`src/rdst_map.svh`:
```
// Offsets, field positions and fixed codes of the redistributor status register group.
// Included by the package and the design files; definitions only.
`ifndef RDST_MAP_SVH
`define RDST_MAP_SVH

// Byte offsets within the redistributor frame
`define RDST_OFF_CFG_LO      16'h0008
`define RDST_OFF_CFG_HI      16'h000C
`define RDST_OFF_STATUS      16'h0010
`define RDST_OFF_SETPEND_LO  16'h0040
`define RDST_OFF_SETPEND_HI  16'h0044
`define RDST_OFF_SYNC        16'h00C0
`define RDST_OFF_SYNC_HI     16'h00C4

// Error status flag positions
`define RDST_ERR_WR_RO       3
`define RDST_ERR_RD_WO       2
`define RDST_ERR_WR_RSV      1
`define RDST_ERR_RD_RSV      0
`define RDST_ERR_W           4
`define RDST_ERR_RESET       4'h0

// Configuration info field positions
`define RDST_CFG_AFF_LSB     32
`define RDST_CFG_SHARE_LSB   24
`define RDST_CFG_PROC_LSB    8
`define RDST_CFG_POWER_GROUP_DISABLE_SUPPORT_BIT    5
`define RDST_CFG_LAST_BIT    4
`define RDST_CFG_DIRECT_BIT  3
`define RDST_CFG_VIRT_BIT    1
`define RDST_CFG_PHYS_BIT    0

// Table sharing level codes
`define RDST_SHARE_ALL       2'h0
`define RDST_SHARE_L3        2'h1
`define RDST_SHARE_L32       2'h2
`define RDST_SHARE_L321      2'h3

// Smallest locality interrupt identifier
`define RDST_MIN_LOC_ID      32'h0000_2000
// Operation sync busy bit
`define RDST_SYNC_BUSY_BIT   0

`endif

```
`src/rdst_pkg.sv`:
```
// Types shared by the redistributor status register group.
// Assumes rdst_map.svh is on the include path.
`include "rdst_map.svh"

package rdst_pkg;

   // One register access as presented by the frame decoder
   typedef struct packed {
      logic        write;
      logic        wide;
      logic        secure;
      logic [15:0] addr;
      logic [63:0] wdata;
   } rdst_req_s;

   // Read answer, one cycle after the access is taken
   typedef struct packed {
      logic        valid;
      logic [63:0] rdata;
   } rdst_rsp_s;

   // Access violation events, in flag bit order 3..0
   typedef struct packed {
      logic wr_ro;
      logic rd_wo;
      logic wr_rsv;
      logic rd_rsv;
   } rdst_err_s;

   // What an address decodes to
   typedef enum logic [1:0] {
      RDST_LOC_RW,
      RDST_LOC_RO,
      RDST_LOC_WO,
      RDST_LOC_RSV
   } rdst_loc_e;

endpackage : rdst_pkg

```
`src/rdst_err_bank.sv`:
```
// One copy of the access error flags: sticky, cleared by writing ones.
// Assumes set and clear pulses come from logic on the same clock.
`include "rdst_map.svh"

module rdst_err_bank
   import rdst_pkg::*;
#(
   parameter int unsigned WIDTH = `RDST_ERR_W
)
(
   // Clock and reset
   input  wire logic             core_clk_i,
   input  wire logic             rst_i,
   // Events and clears
   input  wire logic [WIDTH-1:0] set_i,
   input  wire logic [WIDTH-1:0] clr_i,
   // Flags
   output logic      [WIDTH-1:0] flags_o
);

   genvar i;
   generate
      for (i = 0; i < WIDTH; i++)
      begin : g_flag
         always_ff @(posedge core_clk_i or posedge rst_i)
         begin
            if (rst_i)
               flags_o[i] <= 1'b0;
            else if (set_i[i])
               flags_o[i] <= 1'b1;
            else if (clr_i[i])
               flags_o[i] <= 1'b0;
         end
      end
   endgenerate

endmodule : rdst_err_bank

```
`src/rdst_regs.sv`:
```
// Redistributor status register group: access error flags, operation sync, config info.
// Assumes one access per taken request from the frame decoder on core_clk_i.
//
// Behaviour
// - Write to read-only location sets bit 3
// - Read of write-only location sets bit 2
// - Write to reserved location sets bit 1
// - Read of reserved location sets bit 0
// - Flags clear only by writing one
// - Absent status register reads zero, ignores writes
// - Separate secure and non-secure flag copies
// - Busy while clear or invalidate writes pending
// - Busy also covers table base operations
// - Stalling sync read always returns busy zero
// - Sync register read-only from every state
// - Affinity levels 3..0 in bits 63:32
// - Bits 25:24 give table sharing level
// - Bits 23:8 hold the processor number
// - Bit 5 reports power-group disable support
// - Bit 4 marks last redistributor page
// - Bit 3 reports direct injection support
// - Bit 1 reports virtual interrupt support
// - Bit 0 reports physical interrupt support
// - Set-pending ignored if pending, unimplemented, disabled
// - Set-pending id in 31:0, zero-extended
`include "rdst_map.svh"

module rdst_regs
   import rdst_pkg::*;
#(
   parameter logic        STATUS_PRESENT = 1'b1,
   parameter logic        TWO_SECURITY   = 1'b1,
   parameter logic        SYNC_STALLS    = 1'b0,
   parameter logic [31:0] AFFINITY       = 32'h0000_0000,
   parameter logic [1:0]  SHARE_LEVEL    = `RDST_SHARE_ALL,
   parameter logic [15:0] PROC_NUMBER    = 16'h0000,
   parameter logic        POWER_GROUP_DISABLE_SUPPORT_SUPPORT   = 1'b0,
   parameter logic        LAST_PAGE      = 1'b1,
   parameter logic        DIRECT_SUPPORT = 1'b1,
   parameter logic        VIRT_SUPPORT   = 1'b0,
   parameter logic        PHYS_SUPPORT   = 1'b1,
   parameter int unsigned ID_BITS        = 16,
   parameter int unsigned OP_CNT_W       = 4
)
(
   // Clock and reset
   input  wire logic        core_clk_i,
   input  wire logic        rst_i,
   // Register access
   input  wire logic        req_valid_i,
   input  wire rdst_req_s   req_i,
   output logic             req_ready_o,
   output rdst_rsp_s        rsp_o,
   // Maintenance operations of the surrounding redistributor
   input  wire logic        op_start_i,
   input  wire logic        op_done_i,
   output logic             busy_o,
   // Set-pending path
   input  wire logic        locality_interrupts_on_i,
   output logic [31:0]      pend_query_id_o,
   input  wire logic        id_pending_i,
   output logic             set_pend_valid_o,
   output logic [31:0]      set_pend_id_o,
   // Flag view
   output logic [3:0]       flags_secure_o,
   output logic [3:0]       flags_nonsec_o
);

   localparam logic [31:0] ID_LIMIT_MASK = 32'(~((64'h1 << ID_BITS) - 64'h1));

   // Address decode
   wire logic hit_cfg    = (req_i.addr == `RDST_OFF_CFG_LO) || (req_i.addr == `RDST_OFF_CFG_HI);
   wire logic hit_status = (req_i.addr == `RDST_OFF_STATUS);
   wire logic hit_set_lo = (req_i.addr == `RDST_OFF_SETPEND_LO);
   wire logic hit_set    = hit_set_lo || (req_i.addr == `RDST_OFF_SETPEND_HI);
   wire logic hit_sync   = (req_i.addr == `RDST_OFF_SYNC) || (req_i.addr == `RDST_OFF_SYNC_HI);

   rdst_loc_e loc;
   assign loc = hit_status ? RDST_LOC_RW :
                (hit_cfg || hit_sync) ? RDST_LOC_RO :
                hit_set ? RDST_LOC_WO : RDST_LOC_RSV;

   wire logic take   = req_valid_i && req_ready_o;
   wire logic is_wr  = req_i.write;
   wire logic is_rd  = !req_i.write;
   wire logic bank   = TWO_SECURITY && req_i.secure;

   // Busy tracking
   logic busy;

   rdst_sync_tracker #(
      .CNT_W (OP_CNT_W)
   ) u_sync (
      .core_clk_i (core_clk_i),
      .rst_i      (rst_i),
      .op_start_i (op_start_i),
      .op_done_i  (op_done_i),
      .busy_o     (busy)
   );

   assign busy_o = busy;
   // A stalling sync read waits here until the tracker drains
   wire logic sync_hold = SYNC_STALLS && req_valid_i && is_rd && hit_sync && busy;
   assign req_ready_o = !sync_hold;

   // Violation events
   rdst_err_s ev;
   assign ev.wr_ro  = take && is_wr && (loc == RDST_LOC_RO);
   assign ev.rd_wo  = take && is_rd && (loc == RDST_LOC_WO);
   assign ev.wr_rsv = take && is_wr && (loc == RDST_LOC_RSV);
   assign ev.rd_rsv = take && is_rd && (loc == RDST_LOC_RSV);

   wire logic [3:0] ev_bits  = STATUS_PRESENT ? ev : 4'h0;
   wire logic       st_write = take && is_wr && hit_status && STATUS_PRESENT;
   wire logic [3:0] clr_bits = st_write ? req_i.wdata[3:0] : 4'h0;

   logic [1:0][3:0] flags;

   genvar b;
   generate
      for (b = 0; b < 2; b++)
      begin : g_bank
         wire logic sel = (bank == (b == 1));
         rdst_err_bank #(
            .WIDTH (`RDST_ERR_W)
         ) u_bank (
            .core_clk_i (core_clk_i),
            .rst_i      (rst_i),
            .set_i      (sel ? ev_bits : 4'h0),
            .clr_i      (sel ? clr_bits : 4'h0),
            .flags_o    (flags[b])
         );
      end
   endgenerate

   assign flags_nonsec_o = flags[0];
   assign flags_secure_o = flags[1];

   // Configuration info word
   wire logic [63:0] cfg_word = {AFFINITY,
                                 6'h00, SHARE_LEVEL, PROC_NUMBER,
                                 2'h0, POWER_GROUP_DISABLE_SUPPORT_SUPPORT, LAST_PAGE, DIRECT_SUPPORT,
                                 1'b0, VIRT_SUPPORT, PHYS_SUPPORT};

   // Read data selection
   wire logic [31:0] status_word = {28'h0, flags[bank]};
   wire logic [31:0] sync_word   = {31'h0, (busy && !SYNC_STALLS)};
   wire logic [63:0] rd_data =
      !is_rd ? 64'h0 :
      (req_i.addr == `RDST_OFF_CFG_LO) ? (req_i.wide ? cfg_word : {32'h0, cfg_word[31:0]}) :
      (req_i.addr == `RDST_OFF_CFG_HI) ? {32'h0, cfg_word[63:32]} :
      hit_status ? (STATUS_PRESENT ? {32'h0, status_word} : 64'h0) :
      (req_i.addr == `RDST_OFF_SYNC) ? {32'h0, sync_word} : 64'h0;

   always_ff @(posedge core_clk_i or posedge rst_i)
   begin
      if (rst_i)
         rsp_o <= '0;
      else
         rsp_o <= '{valid: take && is_rd, rdata: rd_data};
   end

   // Set-pending requests
   wire logic [31:0] set_id   = req_i.wdata[31:0];
   wire logic        id_impl  = (set_id >= `RDST_MIN_LOC_ID) && ((set_id & ID_LIMIT_MASK) == 32'h0);
   wire logic        set_wr   = take && is_wr && hit_set_lo;
   wire logic        set_fire = set_wr && locality_interrupts_on_i && id_impl && !id_pending_i;

   assign pend_query_id_o = set_id;

   always_ff @(posedge core_clk_i or posedge rst_i)
   begin
      if (rst_i)
         set_pend_valid_o <= 1'b0;
      else
         set_pend_valid_o <= set_fire;
   end

   always_ff @(posedge core_clk_i or posedge rst_i)
   begin
      if (rst_i)
         set_pend_id_o <= 32'h0;
      else if (set_fire)
         set_pend_id_o <= set_id;
   end
endmodule : rdst_regs

```
`src/rdst_sync_tracker.sv`:
```
// Counts maintenance operations that are started but not yet finished.
// Assumes start and done are single-cycle pulses on the same clock.
module rdst_sync_tracker
   import rdst_pkg::*;
#(
   parameter int unsigned CNT_W = 4
)
(
   // Clock and reset
   input  wire logic core_clk_i,
   input  wire logic rst_i,
   // Operation events
   input  wire logic op_start_i,
   input  wire logic op_done_i,
   // State
   output logic      busy_o
);

   logic [CNT_W-1:0] cnt_reg;
   logic [CNT_W-1:0] cnt_next;
   wire logic        inc = op_start_i && !op_done_i && (cnt_reg != {CNT_W{1'b1}});
   wire logic        dec = op_done_i && !op_start_i && (cnt_reg != '0);

   assign cnt_next = inc ? CNT_W'(cnt_reg + 1'b1) :
                     dec ? CNT_W'(cnt_reg - 1'b1) : cnt_reg;

   always_ff @(posedge core_clk_i or posedge rst_i)
   begin
      if (rst_i)
         cnt_reg <= '0;
      else
         cnt_reg <= cnt_next;
   end

   assign busy_o = (cnt_reg != '0);

endmodule : rdst_sync_tracker
```
`config.mk`:
```
export PLATFORM = sky130hd
export DESIGN_NAME = rdst_regs
export DESIGN_NICKNAME = d
export VERILOG_FILES = /design/src/rdst_pkg.sv /design/src/rdst_err_bank.sv /design/src/rdst_regs.sv /design/src/rdst_sync_tracker.sv
export VERILOG_INCLUDE_DIRS = /design/src
export SDC_FILE = /design/constraint.sdc
export NUM_CORES = 1
export LEC_CHECK = 0
export BUFFER_PORTS_ARGS = -buffer_cell sky130_fd_sc_hd__buf_2
export CELL_PAD_IN_SITES_DETAIL_PLACEMENT = 0
export CELL_PAD_IN_SITES_GLOBAL_PLACEMENT = 2
export CORE_ASPECT_RATIO = 0.75
export CORE_UTILIZATION = 23
export CTS_CLUSTER_DIAMETER = 50
export DETAILED_ROUTE_END_ITERATION = 7
export PLACE_DENSITY_LB_ADDON = 0.1
export SYNTH_ARGS = -nofsm -noshare
export SYNTH_HDL_FRONTEND = slang
export SYNTH_SLANG_ARGS = --single-unit
```
`constraint.sdc`:
```
create_clock -name core_clk_i -period 3.2 [get_ports core_clk_i]
set_clock_uncertainty 0.2 [all_clocks]
set_input_delay 0.96 -clock core_clk_i [delete_from_list [all_inputs] [get_ports core_clk_i]]
set_output_delay 0.96 -clock core_clk_i [all_outputs]
set_load 0.1 [all_outputs]
```
==> parameters.txt <==
Parameter                              Value

Floorplanning
  Chip Height ... around 100 um
  Total I/O pin count ... 230
  Die W ... 134 um
  Area of the core ... 12500 um^2
  Initial Utilization ... roughly a quarter
  Area of the die ... 13600 um^2
  Number of placement rows ... 35

Critical path
  Required time at the endpoint of the critical path ... a little over 2000 ps
  Cells along the critical path ... or4_1 -> buf_2
  Maximum fanout count along the critical path ... 5
  Worst setup path class ... flip-flop to output pin
  Category of the worst setup path launch point ... flip-flop
  Top Family by Delay on Critical Path ... simple AND/OR/NAND/NOR gates
  Worst-path cell with the longest stage delay ... or4_1
  CP Capture Type ... output pin
  Launch point of the worst reg-to-reg path ... u_sync.cnt_reg[0]
  Flop2flop setup slack ... 1090 ps
  Arrival time at the worst endpoint ... 1690 ps
  Worst path bufs/invs ... 1
  Largest incremental delay on the critical path ... roughly 620 ps
  Worst R2R End ... u_sync.cnt_reg[3]
  R2R depth ... 7

Placed design
  Half-perimeter wire length after placement ... 5690 um
  Placed Instances ... between 500 and 600
  Input/output buffers ... 136
  Last weighted congestion value of the routability-driven placer ... 0.676

Clocking
  Number of clock sinks ... roughly 50
  Number of buffers inserted by post-CTS setup repair ... 0
  Clock transition at the register clock pins on the worst setup and hold paths after CTS ... 60 ps
  Insertion delay of the later-clocked pin in the worst-skew pair ... 290 ps
  CTS Root Cell ... clkbuf_16
  Number of CTS-inserted buffers ... 5
  Number of buffers between clock root and the deepest sink ... 2
  TritonCTS clock tree ... done
  Number of H-tree branching levels ... 2
  Post-cts hold buffer count ... 0
  Gates resized, CTS repair ... 0

Pwr
  Total power divided by cell area ... 579 nW/um^2
  Leakage Power ... 1.99 nW
  Sw power ... 0.871 mW
  Share of power burned in the clock network ... between 30% and 40%
  Switch share ... between 40% and 50%
  Internal power ... between 1 and 1.5 mW
  Max IR drop VDD ... ~0.28 mV
  Proportion of power drawn by flip-flops and latches ... between 30% and 40%
  Part of the power in combinational logic ... roughly a third

STA
  Number of max-slew violations in the final report ... 0
  RSZ-0062 raised after global routing ... false
  Endpoints failing hold ... 0
  Share of the clock period used by the worst path ... 89.1%
  Post-layout min period ... approximately 2900 ps
  Worst rel slew slack ... about 54%
  Final setup TNS ... 0 ps
  Highest clock rate ... 0.351 GHz
  Number of setup violations in the final report ... 0
  Hold_ws ... 286 ps
  Slew of the pin with the lowest slew margin ... between 600 and 700 ps

Finish
  Final standard cell count with taps included and fillers excluded ... 554
  Number of flip-flops in the largest register ... 32
  Total number of nets in the final design ... 480
  Diodes inserted ... 0
  Share of post-route cells with drive strength above 1 ... 43.0%
  Number of inserted filler cells in the final layout ... between 1000 and 1500
  Area growth syn-to-layout ... 20.6%
  Finished Core Util ... 29.1%
  Largest regs ... set_pend_id_o x32, g_bank.u_bank.flags_o x8, rsp_o x6
  Register with the highest flop count ... set_pend_id_o

Drt
  Number of violations reported at the end of detailed-routing iteration 0 ... 33
  Post-route ant nets ... 0
  Detailed-routing iteration count for the pre-antenna-repair pass ... 4
  Drc violations ... 0
  Wire length reported by the detailed router ... 7160 um
  DR vias ... 2131
  Wirelength per Cell ... ~13 um
  Routed vias/inst ... 3.85

Synth
  Flip-flop and latch count after synthesis ... 51
  FFs w/ async S/R, synth ... 100%
  Gate count of the mapped netlist ... between 200 and 300
  Top FF cell, synth ... dfrtp_1
  Syn avg cell area ... 10.8 um^2
  Yosys warning total ... 0
  Sequential fraction of the synthesis area ... a little over two fifths
  Mapped cell area ... 3020 um^2
  Distinct cell type count after synthesis ... 47
  Number of synthesized flops with an enable pin ... 0

Worst hold path
  Worst hold stages ... 1
  Hold wc startpoint ... set_pend_id_o[1]
  Min-Delay Endpoint ... set_pend_id_o[1]
  Kind of path behind the tightest hold check ... flip-flop to flip-flop

Global route
  Number of antenna violations at the first check in global routing ... 0
  Wire length of the first global-routing pass ... 10700 um
  GRT Total Usage ... 10.3%
  Congestion Overflow GR ... 0
  Pin count of the biggest net entering global routing ... 33
  Via count of the first global-routing pass ... 1978

Outcome
  Status ... finished, final reports clean

Job
  Max-Cap Viols ... 0
[logic make-up (layout without fill, tap and decap cells)]
kind of cell / Yosys count / in the layout / synth area share [%]
buffers and inverters: 104 / 154 / 25.0
AO/OA/AOI/OAI: 25 / 25 / 5.55
multiplexers: 23 / 23 / 9.61
flip-flops: 51 / 51 / 42.3
other: 2 / 60 / 0.249
XOR/XNOR: 3 / 3 / 0.870
adder cells (fa/ha/maj): 3 / 3 / 1.49
AND/OR/NAND/NOR: 69 / 69 / 15.0
[through the flow]
stage / worst slack, ps / total power, mW / area (um^2)
after floorplan: 645 / 1.42 / 3240
after global routing: 295 / 2.20 / 3640
after detailed placement: 279 / 1.45 / 3450
after global placement: 264 / 1.45 / 3450
final: 349 / 2.11 / 3640
after CTS: 334 / 2.14 / 3640
[cell type report]
type                            instances  area (um^2)  area share, %
Clock buffer                            6          129           3.54
Clock inverter                          2         60.1           1.65
Inverter                                5         18.8          0.515
Multi-Input combinational cell        183         1210           33.2
Sequential cell                        51         1280           35.0
Tap cell                              166          208           5.70
Timing Repair Buffer                  141          743           20.4
[cells in the final DEF (no fill, tap or decap), types with 3 or more instances in the layout]
master | synthesis | routed
nor2b_1 | 17 | 17
nor4_1 | 6 | 6
o21ai_0 | 5 | 5
buf_4 | 92 | 3
o31ai_1 | 6 | 6
a21oi_1 | 6 | 6
nor2_1 | 4 | 4
mux2_4 | 10 | 10
buf_2 | 3 | 136
nor3_1 | 6 | 6
clkbuf_16 | 0 | 5
nand2_1 | 10 | 10
mux2i_1 | 5 | 5
conb_1 | 2 | 60
inv_1 | 5 | 4
mux2_1 | 5 | 5
nand3_1 | 3 | 3
nand3b_1 | 3 | 3
mux2_2 | 3 | 3
dfrtp_1 | 51 | 51
[cells in the mapped netlist, drive strengths merged, types with 4 or more instances]
cell type / number / share of area (%)
buf: 98 / 24
dfrtp: 51 / 42
mux2: 18 / 8.0
nor2b: 17 / 3.5
nand2: 10 / 1.2
nor4: 9 / 3.1
nor3: 7 / 1.5
a21oi: 6 / 0.99
o31ai: 6 / 1.5
inv: 5 / 0.62
mux2i: 5 / 1.7
o21ai: 5 / 0.83
nor2: 4 / 0.50
[per-layer routing]
metal,track usage [%],share of wire (%)
met4,2.59,0.63
met5,0,0
met3,3.05,6.9
met2,16.0,45
met1,14.0,48
[power groups by stage]
| stage | Sequential [mW] | Clock, mW | Combinational, mW |
|---|---|---|---|
| after floorplan | 0.721 | 0 | 0.702 |
| after global placement | 0.721 | 0 | 0.728 |
| after detailed placement | 0.721 | 0 | 0.726 |
| after CTS | 0.709 | 0.709 | 0.727 |
| after global routing | 0.714 | 0.731 | 0.757 |
| final | 0.708 | 0.679 | 0.723 |
[worst max-delay path by stage]
stage,depth (start not counted),start,slack (ps),to
after detailed placement,6,req_i[29],280,set_pend_id_o[13]
after global routing,2,u_sync.cnt_reg[0],290,busy_o
after CTS,2,u_sync.cnt_reg[0],330,busy_o
final,2,u_sync.cnt_reg[0],350,busy_o
after floorplan,5,req_i[18],650,set_pend_id_o[10]
after global placement,6,req_i[18],260,set_pend_id_o[12]
Note: power is estimated with default switching activity, not from simulation.
